### src/wdtc_pkg.sv
// wdtc_pkg: constants and types shared by the watchdog control block
package wdtc_pkg;

	// ---------------------------------------------------------------
	// register map (byte addresses on the control bus)
	// ---------------------------------------------------------------
	localparam logic [3:0] CTRL_STATUS_OFS = 4'h0;
	localparam logic [3:0] RESET_CAUSE_OFS = 4'h4;

	// ---------------------------------------------------------------
	// control/status field positions
	// ---------------------------------------------------------------
	localparam int INT_FLAG_BIT = 7;
	localparam int INT_ENABLE_BIT = 6;
	localparam int PRESCALE_HI_BIT = 5;
	localparam int CHANGE_ENABLE_BIT = 4;
	localparam int RESET_ENABLE_BIT = 3;
	localparam int PRESCALE_LO_MSB = 2;
	// reset-cause field position
	localparam int RESET_FLAG_BIT = 3;

	// ---------------------------------------------------------------
	// reset values
	// ---------------------------------------------------------------
	localparam logic [3:0] PRESCALE_RST = 4'h0;
	localparam logic [2:0] CE_CNT_RST = 3'h0;

	// ---------------------------------------------------------------
	// timing
	// ---------------------------------------------------------------
	localparam int CLK_HZ = 50_000_000;
	localparam int OSC_HZ = 128_000;
	// oscillator tick divider, rounded down
	localparam int TICK_DIV = CLK_HZ / OSC_HZ;
	// change enable lives this many clock cycles
	localparam int CE_CYCLES = 4;
	// shortest time-out in oscillator cycles, doubled per code
	localparam int BASE_TIMEOUT = 2048;
	// highest code that is not reserved
	localparam logic [3:0] PRESCALE_MAX = 4'h9;

	// ---------------------------------------------------------------
	// bus answers
	// ---------------------------------------------------------------
	localparam logic [1:0] RESP_OKAY = 2'h0;
	localparam logic [1:0] RESP_SLVERR = 2'h2;

endpackage : wdtc_pkg

### src/wdtc_top.sv
// wdtc_top: watchdog timer with control/status register on AXI4-Lite
`timescale 1ns/1ps

module wdtc_top #(
	parameter int ADDR_W = 4,
	parameter int TICK_DIV = wdtc_pkg::TICK_DIV,
	parameter int CNT_W = 20
) (
	input wire logic aclk,
	input wire logic aresetn,
	// AXI4-Lite write address
	input wire logic [ADDR_W-1:0] s_axi_awaddr,
	input wire logic [2:0] s_axi_awprot,
	input wire logic s_axi_awvalid,
	output logic s_axi_awready,
	// AXI4-Lite write data
	input wire logic [31:0] s_axi_wdata,
	input wire logic [3:0] s_axi_wstrb,
	input wire logic s_axi_wvalid,
	output logic s_axi_wready,
	// AXI4-Lite write response
	output logic [1:0] s_axi_bresp,
	output logic s_axi_bvalid,
	input wire logic s_axi_bready,
	// AXI4-Lite read address
	input wire logic [ADDR_W-1:0] s_axi_araddr,
	input wire logic [2:0] s_axi_arprot,
	input wire logic s_axi_arvalid,
	output logic s_axi_arready,
	// AXI4-Lite read data
	output logic [31:0] s_axi_rdata,
	output logic [1:0] s_axi_rresp,
	output logic s_axi_rvalid,
	input wire logic s_axi_rready,
	// fuse pin, 1 = unprogrammed, 0 = programmed
	input wire logic wd_always_on_fuse,
	// processor core side, same clock
	input wire logic global_int_enable,
	input wire logic wd_vector_ack,
	input wire logic wd_restart,
	// requests to interrupt and reset logic
	output logic wd_irq_req,
	output logic wd_sys_reset
);

	// ---------------------------------------------------------------
	// state
	// ---------------------------------------------------------------
	typedef struct packed {
		logic fuse_meta;
		logic fuse_sync;
		logic [15:0] div_cnt;
		logic tick;
		logic [CNT_W-1:0] wd_cnt;
		logic wd_int_flag;
		logic wd_int_enable;
		logic wd_reset_enable;
		logic [3:0] wd_prescale_select;
		logic wd_change_enable;
		logic [2:0] ce_cnt;
		logic wd_reset_flag;
		logic aw_got;
		logic [ADDR_W-1:0] aw_addr;
		logic w_got;
		logic [31:0] w_data;
		logic [3:0] w_strb;
		logic awready;
		logic wready;
		logic bvalid;
		logic [1:0] bresp;
		logic arready;
		logic rvalid;
		logic [31:0] rdata;
		logic [1:0] rresp;
		logic irq;
		logic sys_reset;
	} wdtc_state_t;

	localparam logic [2:0] CE_LOAD = 3'(wdtc_pkg::CE_CYCLES);
	localparam logic [15:0] DIV_LAST = 16'(TICK_DIV - 1);
	localparam logic [CNT_W:0] BASE_CNT = (CNT_W+1)'(wdtc_pkg::BASE_TIMEOUT);

	wdtc_state_t s_r;
	wdtc_state_t s_nxt;

	// reset image: fuse assumed unprogrammed until sampled
	function automatic wdtc_state_t wdtc_reset_state();
		wdtc_state_t r;
		r = '0;
		r.fuse_meta = 1'b1;
		r.fuse_sync = 1'b1;
		r.wd_prescale_select = wdtc_pkg::PRESCALE_RST;
		r.ce_cnt = wdtc_pkg::CE_CNT_RST;
		r.awready = 1'b1;
		r.wready = 1'b1;
		r.arready = 1'b1;
		return r;
	endfunction : wdtc_reset_state

	// ---------------------------------------------------------------
	// next-state logic
	// ---------------------------------------------------------------
	always_comb begin
		logic fuse_prog;
		logic running;
		logic timeout;
		logic do_write;
		logic wr_ctrl;
		logic wr_cause;
		logic [3:0] ps_eff;
		logic [CNT_W:0] limit;
		logic [7:0] wb;
		logic [3:0] ps_new;
		fuse_prog = 1'b0;
		running = 1'b0;
		timeout = 1'b0;
		do_write = 1'b0;
		wr_ctrl = 1'b0;
		wr_cause = 1'b0;
		ps_eff = 4'h0;
		limit = '0;
		wb = 8'h00;
		ps_new = 4'h0;
		s_nxt = s_r;

		// two-flop synchroniser for the fuse pin
		s_nxt.fuse_meta = wd_always_on_fuse;
		s_nxt.fuse_sync = s_r.fuse_meta;
		fuse_prog = ~s_r.fuse_sync;

		// oscillator-rate tick from the system clock
		s_nxt.tick = 1'b0;
		if (s_r.div_cnt == DIV_LAST) begin
			s_nxt.div_cnt = 16'h0000;
			s_nxt.tick = 1'b1;
		end else begin
			s_nxt.div_cnt = s_r.div_cnt + 16'h0001;
		end

		// reserved codes behave as the longest period
		ps_eff = (s_r.wd_prescale_select > wdtc_pkg::PRESCALE_MAX) ?
			wdtc_pkg::PRESCALE_MAX : s_r.wd_prescale_select;
		limit = BASE_CNT << ps_eff;

		// stopped only when fuse unprogrammed and both enables clear
		running = fuse_prog | s_r.wd_reset_enable | s_r.wd_int_enable;

		// time-out counter
		if (wd_restart || !running) begin
			s_nxt.wd_cnt = '0;
		end else if (s_r.tick) begin
			if ({1'b0, s_r.wd_cnt} == limit - (CNT_W+1)'(1)) begin
				timeout = 1'b1;
				s_nxt.wd_cnt = '0;
			end else begin
				s_nxt.wd_cnt = s_r.wd_cnt + CNT_W'(1);
			end
		end

		// change enable countdown
		if (s_r.ce_cnt != 3'h0) begin
			s_nxt.ce_cnt = s_r.ce_cnt - 3'h1;
			if (s_r.ce_cnt == 3'h1) begin
				s_nxt.wd_change_enable = 1'b0;
			end
		end

		// hardware clears on interrupt vector execution
		if (wd_vector_ack) begin
			s_nxt.wd_int_flag = 1'b0;
			if (s_r.wd_reset_enable) begin
				s_nxt.wd_int_enable = 1'b0;
			end
		end

		// ----- AXI4-Lite write channel -----
		if (s_r.awready && s_axi_awvalid) begin
			s_nxt.aw_got = 1'b1;
			s_nxt.aw_addr = s_axi_awaddr;
		end
		if (s_r.wready && s_axi_wvalid) begin
			s_nxt.w_got = 1'b1;
			s_nxt.w_data = s_axi_wdata;
			s_nxt.w_strb = s_axi_wstrb;
		end
		if (s_r.bvalid && s_axi_bready) begin
			s_nxt.bvalid = 1'b0;
		end
		do_write = s_r.aw_got && s_r.w_got && !s_r.bvalid;
		if (do_write) begin
			s_nxt.aw_got = 1'b0;
			s_nxt.w_got = 1'b0;
			s_nxt.bvalid = 1'b1;
			if (s_r.aw_addr == ADDR_W'(wdtc_pkg::CTRL_STATUS_OFS)) begin
				wr_ctrl = s_r.w_strb[0];
				s_nxt.bresp = wdtc_pkg::RESP_OKAY;
			end else if (s_r.aw_addr == ADDR_W'(wdtc_pkg::RESET_CAUSE_OFS)) begin
				wr_cause = s_r.w_strb[0];
				s_nxt.bresp = wdtc_pkg::RESP_OKAY;
			end else begin
				s_nxt.bresp = wdtc_pkg::RESP_SLVERR;
			end
		end
		wb = s_r.w_data[7:0];

		// control/status write effects
		if (wr_ctrl) begin
			if (wb[wdtc_pkg::INT_FLAG_BIT]) begin
				s_nxt.wd_int_flag = 1'b0;
			end
			s_nxt.wd_int_enable = wb[wdtc_pkg::INT_ENABLE_BIT];
			// prescaler only moves while change enable is live; reset enable can be set any time but is cleared only then
			ps_new = {wb[wdtc_pkg::PRESCALE_HI_BIT], wb[wdtc_pkg::PRESCALE_LO_MSB:0]};
			if (s_r.wd_change_enable) begin
				s_nxt.wd_prescale_select = ps_new;
			end
			if (wb[wdtc_pkg::RESET_ENABLE_BIT]) begin
				s_nxt.wd_reset_enable = 1'b1;
			end else if (s_r.wd_change_enable) begin
				s_nxt.wd_reset_enable = 1'b0;
			end
			if (wb[wdtc_pkg::CHANGE_ENABLE_BIT]) begin
				s_nxt.wd_change_enable = 1'b1;
				s_nxt.ce_cnt = CE_LOAD;
			end else begin
				// the second write of the sequence closes the window
				s_nxt.wd_change_enable = 1'b0;
				s_nxt.ce_cnt = 3'h0;
			end
		end

		// reset-cause write: zero clears the watchdog flag
		if (wr_cause && !wb[wdtc_pkg::RESET_FLAG_BIT]) begin
			s_nxt.wd_reset_flag = 1'b0;
		end

		// time-out action; events here win over clears above
		s_nxt.sys_reset = 1'b0;
		if (timeout) begin
			if (fuse_prog || (s_r.wd_reset_enable && !s_r.wd_int_enable)) begin
				s_nxt.sys_reset = 1'b1;
			end else if (s_r.wd_int_enable && !s_r.wd_reset_enable) begin
				s_nxt.wd_int_flag = 1'b1;
			end else if (s_r.wd_int_flag) begin
				s_nxt.sys_reset = 1'b1;
			end else begin
				s_nxt.wd_int_flag = 1'b1;
			end
		end
		if (s_nxt.sys_reset) begin
			s_nxt.wd_reset_flag = 1'b1;
		end

		// forcing of the enables by flag and fuse
		if (s_nxt.wd_reset_flag) begin
			s_nxt.wd_reset_enable = 1'b1;
		end
		if (fuse_prog) begin
			s_nxt.wd_reset_enable = 1'b1;
			s_nxt.wd_int_enable = 1'b0;
		end

		// interrupt request to the core
		s_nxt.irq = s_nxt.wd_int_flag & s_nxt.wd_int_enable & global_int_enable;

		// channel readies: one write outstanding at a time
		s_nxt.awready = !s_nxt.aw_got && !s_nxt.bvalid;
		s_nxt.wready = !s_nxt.w_got && !s_nxt.bvalid;

		// ----- AXI4-Lite read channel -----
		if (s_r.rvalid && s_axi_rready) begin
			s_nxt.rvalid = 1'b0;
		end
		if (s_r.arready && s_axi_arvalid) begin
			s_nxt.rvalid = 1'b1;
			s_nxt.rdata = 32'h0000_0000;
			s_nxt.rresp = wdtc_pkg::RESP_OKAY;
			if (s_axi_araddr == ADDR_W'(wdtc_pkg::CTRL_STATUS_OFS)) begin
				s_nxt.rdata[7:0] = {s_r.wd_int_flag, s_r.wd_int_enable,
					s_r.wd_prescale_select[3], s_r.wd_change_enable,
					s_r.wd_reset_enable, s_r.wd_prescale_select[2:0]};
			end else if (s_axi_araddr == ADDR_W'(wdtc_pkg::RESET_CAUSE_OFS)) begin
				s_nxt.rdata[wdtc_pkg::RESET_FLAG_BIT] = s_r.wd_reset_flag;
			end else begin
				s_nxt.rresp = wdtc_pkg::RESP_SLVERR;
			end
		end
		s_nxt.arready = !s_nxt.rvalid;
	end

	// ---------------------------------------------------------------
	// state register, synchronous active-low reset
	// ---------------------------------------------------------------
	always_ff @(posedge aclk) begin
		if (!aresetn) begin
			s_r <= wdtc_reset_state();
		end else begin
			s_r <= s_nxt;
		end
	end

	// outputs straight from the state flops
	assign s_axi_awready = s_r.awready;
	assign s_axi_wready = s_r.wready;
	assign s_axi_bvalid = s_r.bvalid;
	assign s_axi_bresp = s_r.bresp;
	assign s_axi_arready = s_r.arready;
	assign s_axi_rvalid = s_r.rvalid;
	assign s_axi_rdata = s_r.rdata;
	assign s_axi_rresp = s_r.rresp;
	assign wd_irq_req = s_r.irq;
	assign wd_sys_reset = s_r.sys_reset;

endmodule : wdtc_top

### config.mk
export PLATFORM = sky130hd
export DESIGN_NAME = wdtc_top
export DESIGN_NICKNAME = d
export VERILOG_FILES = /design/src/wdtc_pkg.sv /design/src/wdtc_top.sv
export SDC_FILE = /design/constraint.sdc
export NUM_CORES = 1
export LEC_CHECK = 0
export CELL_PAD_IN_SITES_DETAIL_PLACEMENT = 1
export CELL_PAD_IN_SITES_GLOBAL_PLACEMENT = 1
export CORE_MARGIN = 4
export CORE_UTILIZATION = 50
export CTS_BUF_LIST = sky130_fd_sc_hd__clkbuf_16
export DETAILED_ROUTE_END_ITERATION = 16
export DONT_BUFFER_PORTS = 1
export MAX_ROUTING_LAYER = met4
export PLACE_DENSITY_LB_ADDON = 0.1
export SETUP_SLACK_MARGIN = 0.2
export SYNTH_ARGS = -nofsm -noshare
export SYNTH_HDL_FRONTEND = slang
export SYNTH_SLANG_ARGS = --single-unit
### constraint.sdc
create_clock -name aclk -period 7.2 [get_ports aclk]
set_input_delay 0.36 -clock aclk [delete_from_list [all_inputs] [get_ports aclk]]
set_output_delay 0.36 -clock aclk [all_outputs]
set_load 0.01 [all_outputs]
# --- Yosys cells after proc, flatten, opt, wreduce, memory -nomap -nowiden ---
# Index checks and enable logic that the tools add are counted.
# W data, S select, Z words.
op_classes:
  n_lt_le_gt_ge: 1
  n_eq_ne: 7
  n_reduce_logical: 33
  bitwise_logic: 6
  n_addsub: 4
  muxes: 49
  n_shift: 1
op_table:
  columns: ["op", "n"]
  rows:
  - ["$mux W37", 1]
  - ["$mux W35", 1]
  - ["$mux W1", 31]
  - ["$eq A20 B21 Y1", 1]
  - ["$shl A12 B4 Y21 const A", 1]
  - ["$sub A21 B1 Y21 const B", 1]
  - ["$add A20 B1 Y20 const B", 1]
  - ["$mux W20", 1]
  - ["$mux W4", 5]
  - ["$add A16 B1 Y16 const B", 1]
  - ["$eq A16 B9 Y1 const B", 1]
  - ["$logic_and A1 B1 Y1", 12]
  - ["$mux W2", 6]
  - ["$mux W11", 1]
  - ["$logic_not A1 Y1", 9]
  - ["$eq A4 B3 Y1 const B", 2]
  - ["$logic_not A4 Y1", 2]
  - ["$mux W3", 2]
  - ["$reduce_and A2 Y1", 3]
  - ["$mux W5", 1]
  - ["$gt A4 B4 Y1 const B", 1]
  - ["$ne A4 B3 Y1 const B", 1]
  - ["$reduce_bool A2 Y1", 2]
  - ["$reduce_or A2 Y1", 2]
  - ["other kinds (8)", 12]
word_totals:
  wordCells: 128
  output_inout_bits: 43
  ff_bits: 112

# --- Longest topological paths before layout ---
depth:
  depth_word: 14
  mapped_depth: 11

# --- Worst setup path after synthesis ---
# OpenSTA, ideal clock, no wires.
synth_timing:
  path_type: "reg2reg"
  start: "reg s_r[91] in the netlist's numbering"
  end: "reg s_r[110] in the netlist's numbering"
  arrival_ns: 2.641
  setup_slack_ns: 4.412
  period_less_slack_ns: 2.788
  path_stages_with_launch: 10
  path_buffers: 3
  required_time_ns: 7.053
  path_cell_list: "dfxtp_1 -> buf_4 -> or4b_2 -> ha_1 -> buf_2 -> o21a_1 -> or3_2 -> a211oi_2 -> buf_4 -> a211oi_1"
synth_between:
  elab_chain_cells: 6
synth_lines:
  columns: ["element", "line_no", "text"]
  rows:
  - ["start: declaration", "wdtc_top.sv:83", "wdtc_state_t s_r;"]
  - ["start signal: assignment", "wdtc_top.sv:296", "s_r <= wdtc_reset_state();"]
  - ["start signal: assignment", "wdtc_top.sv:298", "s_r <= s_nxt;"]
  - ["$gt A4 B4 Y1", "wdtc_top.sv:141", "ps_eff = (s_r.wd_prescale_select > wdtc_pkg::PRESCALE_MAX) ?"]
  - ["$mux W4 (*)", "wdtc_top.sv:141", null]
  - ["$shl A12 B4 Y21 (*)", "wdtc_top.sv:143", "limit = BASE_CNT << ps_eff;"]
  - ["$sub A21 B1 Y21 (*)", "wdtc_top.sv:152", "if ({1'b0, s_r.wd_cnt} == limit - (CNT_W+1)'(1)) begin"]
  - ["$eq A20 B21 Y1 (*)", "wdtc_top.sv:152", null]
  - ["$mux W20 (*)", "wdtc_top.sv:152", null]
# Mark *: on every way between the ends. The rest lies on a longest branch, timed or not.
# A chain may end at the register's enable or synchronous reset.

# --- Worst setup path after layout ---
layout_timing:
  start: "reg s_r[91] in the netlist's numbering"
  end: "reg s_r[115] in the netlist's numbering"
# The elaborated chain is that of the path after synthesis.

==> impl_metrics.toml <==
[clock_network]
cts_root_buf = "clkbuf_16"
cts_tree = "yes"
clk_pin_slew_ps = 60
clock_path_buffers = 2
cts_buffers = 9
htree_levels = 3
cts_num_sinks = 83
ctsHoldBuffers = 0
clock_latency_ps = 340
post_cts_resized = 0
cts_setup_buffers = 0

[die]
die_area_mm2 = 0.00968
start_util_pct = 52.0
die_w_um = 98.4
core_mm2 = 0.00785
row_count = 32
die_h_um = 98.4
pin_count = 104

[run_status]
outcome = "finished clean"

[layout]
final_core_util_pct = 54.0
syn2layout_area_growth_pct = 3.86
largest_register_ff_count = 65
layout-drive-gt1-share_pct = 6.30
antenna-diode-count = 0
regMostFlops = "s_r"
final_nets = 525

[synthesis]
ys.flop_type = "dfxtp_1"
synthTopCellsByCount = "dfxtp_1 (83), nor2_1 (60), nand2_1 (53)"
synth_top_area_share_pct = 40.7
async_flop_share_pct = 0
synthTopCellsByArea = "dfxtp_1 (41%), buf_4 (7.0%), nor2_1 (5.5%)"
yosysSeqAreaShare_pct = 40.7
syn_inst = 476
yosysWarnings = 0
post-synth-top-count-cell = "dfxtp_1"
ys_ff_latch = 83
synth_top_cell_by_area = "dfxtp_1"
synth_cell_types = 59
synth.avg_cell_area_um2 = 8.58
syn_area_mm2 = 0.00408
synth-edff-count = 0

[global_routing]
grt_pass1_vias = 3296
grt_overflow = 0
grt.total_usage_pct = 19.9
grt_pass1_wl_mm = 15.5
grt_max_degree = 33
antenna_found_initial = 0

[power_and_ir_drop]
irDropWorstVdd_v = 0.000106
power_density_mw_per_mm2 = 258
leakagePower_nw = 1.52

[routing]
num_vias = 3091
wire_per_inst_um = 16.2
drc = 0
vias_per_cell = 5.50
dr.pass1.iters = 4
finalWirelength_mm = 9.10
dr.first_iter.drc_count = 137
postRouteAntennaNets = 0

[timing]
drv_slew = 0
worst_slew_pin_slew_ps = 1130
final_hold_viol_count = 0
setup_viol = 0
rsz0062_at_grt = "false"
fin_worst_skew_ps = 7.15
min_period_over_period_pct = 47.3
slew-limit-headroom_pct = 24.0
finalSetupTns_ps = 0
clock.fmax_ghz = 0.294
min_period_ps = 3410

[setup_path]
ff2ff_path_depth = 7
required_ps = 7350
end_kind = "flip-flop"
path_max_fanout = 14
crit_type = "flip-flop to flip-flop"
worstPathArrival_ps = 3560
start_kind = "flip-flop"

[placed_design]
io_buffers = 0
gp_congestion = 0.762
dp_hpwl_mm = 6.46

[worst_hold_path]
holdPathStages = 1
worstHoldPathType = "input port to flip-flop"

[flow_run]
drv_cap = 0
==> through the flow <==
step	cells	setup WS (ps)	hold WS, ps	cell area [µm²]	total power [mW]
2_1_floorplan	501	4410	386	4180	0.583
4_1_cts	562	3760	96.1	4240	1.11
3_3_place_gp	548	3910	399	3910	0.583
3_5_place_dp	548	3820	402	3910	0.589
5_1_grt	562	3560	93.9	4240	1.14
6_report	562	3790	100	4240	1.09
==> per-layer routing <==
metal | GRT usage, % | wire (µm)
met4 | 7.25 | 99
met5 | - | 0
met2 | 33.6 | 4560
met3 | 4.29 | 374
met1 | 23.3 | 4070
==> critical path: stages, from the launching register on <==
cell	delay, ps
dfxtp_1	450
or4b_2	730
ha_1	330
nand2_1	120
a21oi_1	90
or3_2	440
a211oi_2	880
a211oi_1	200
==> power by group <==
group | switching [mW] | internal (mW)
combinational | 0.0511 | 0.0323
clock | 0.181 | 0.335
sequential | 0.0161 | 0.479
total | 0.248 | 0.846
==> cell families after synthesis <==
kind of cell / Yosys count / synth area share (%)
AO/OA/AOI/OAI: 75 / 12.6
XOR/XNOR: 37 / 7.94
adder cells (fa/ha/maj): 7 / 2.14
buffers and inverters: 74 / 11.4
flip-flops: 83 / 40.7
multiplexers: 7 / 1.75
other: 1 / 0.0918
AND/OR/NAND/NOR: 192 / 23.4
==> final cells by class <==
class	count	area [µm²]
well taps	102	128
fillers	956	3610
flip-flops and latches	83	1660
inverters	19	71.3
clock buffers	9	225
multi-input cells	344	2050
clock inverters	5	104
==> path summary, 6_finish.rpt <==
check                              from                    end  slack [ps]
setup / recovery   s_r[91]$_SDFFE_PN0P_  s_r[115]$_SDFFE_PP0P_        3790
hold / removal                  aresetn  s_nxt[134]$_SDFF_PN1_         100
setup reg to reg   s_r[91]$_SDFFE_PN0P_  s_r[115]$_SDFFE_PP0P_        3790
hold reg to reg   s_nxt[134]$_SDFF_PN1_    s_r[134]$_SDFF_PN1_         430
==> placed cells by master (no fill, tap or decap), types with 2 or more instances in the layout <==
cell type  Yosys  final
dfxtp_1       83     83
nor2_1        60     60
nand2_1       53     53
conb_1         1     26
a21oi_1       25     25
xnor2_1       22     22
inv_1         19     19
a211oi_1      17     17
xor2_1        15     15
nand3_1       13     13
nor3_1        13     13
nand4_1       10     10
clkbuf_16      0      9
a22oi_1        7      7
ha_1           7      7
nand2b_1       6      6
mux2i_1        6      6
nor4_1         5      5
o21ai_0        5      5
and2_1         5      5
and3_1         4      4
and4_1         4      4
a31o_2         4      4
or3_1          3      3
bufinv_16      0      3
or4b_1         2      2
o31ai_1        2      2
nand4b_1       2      2
o21a_1         2      2
a21o_1         2      2
No activity file was read; power rests on OpenSTA's default activity.
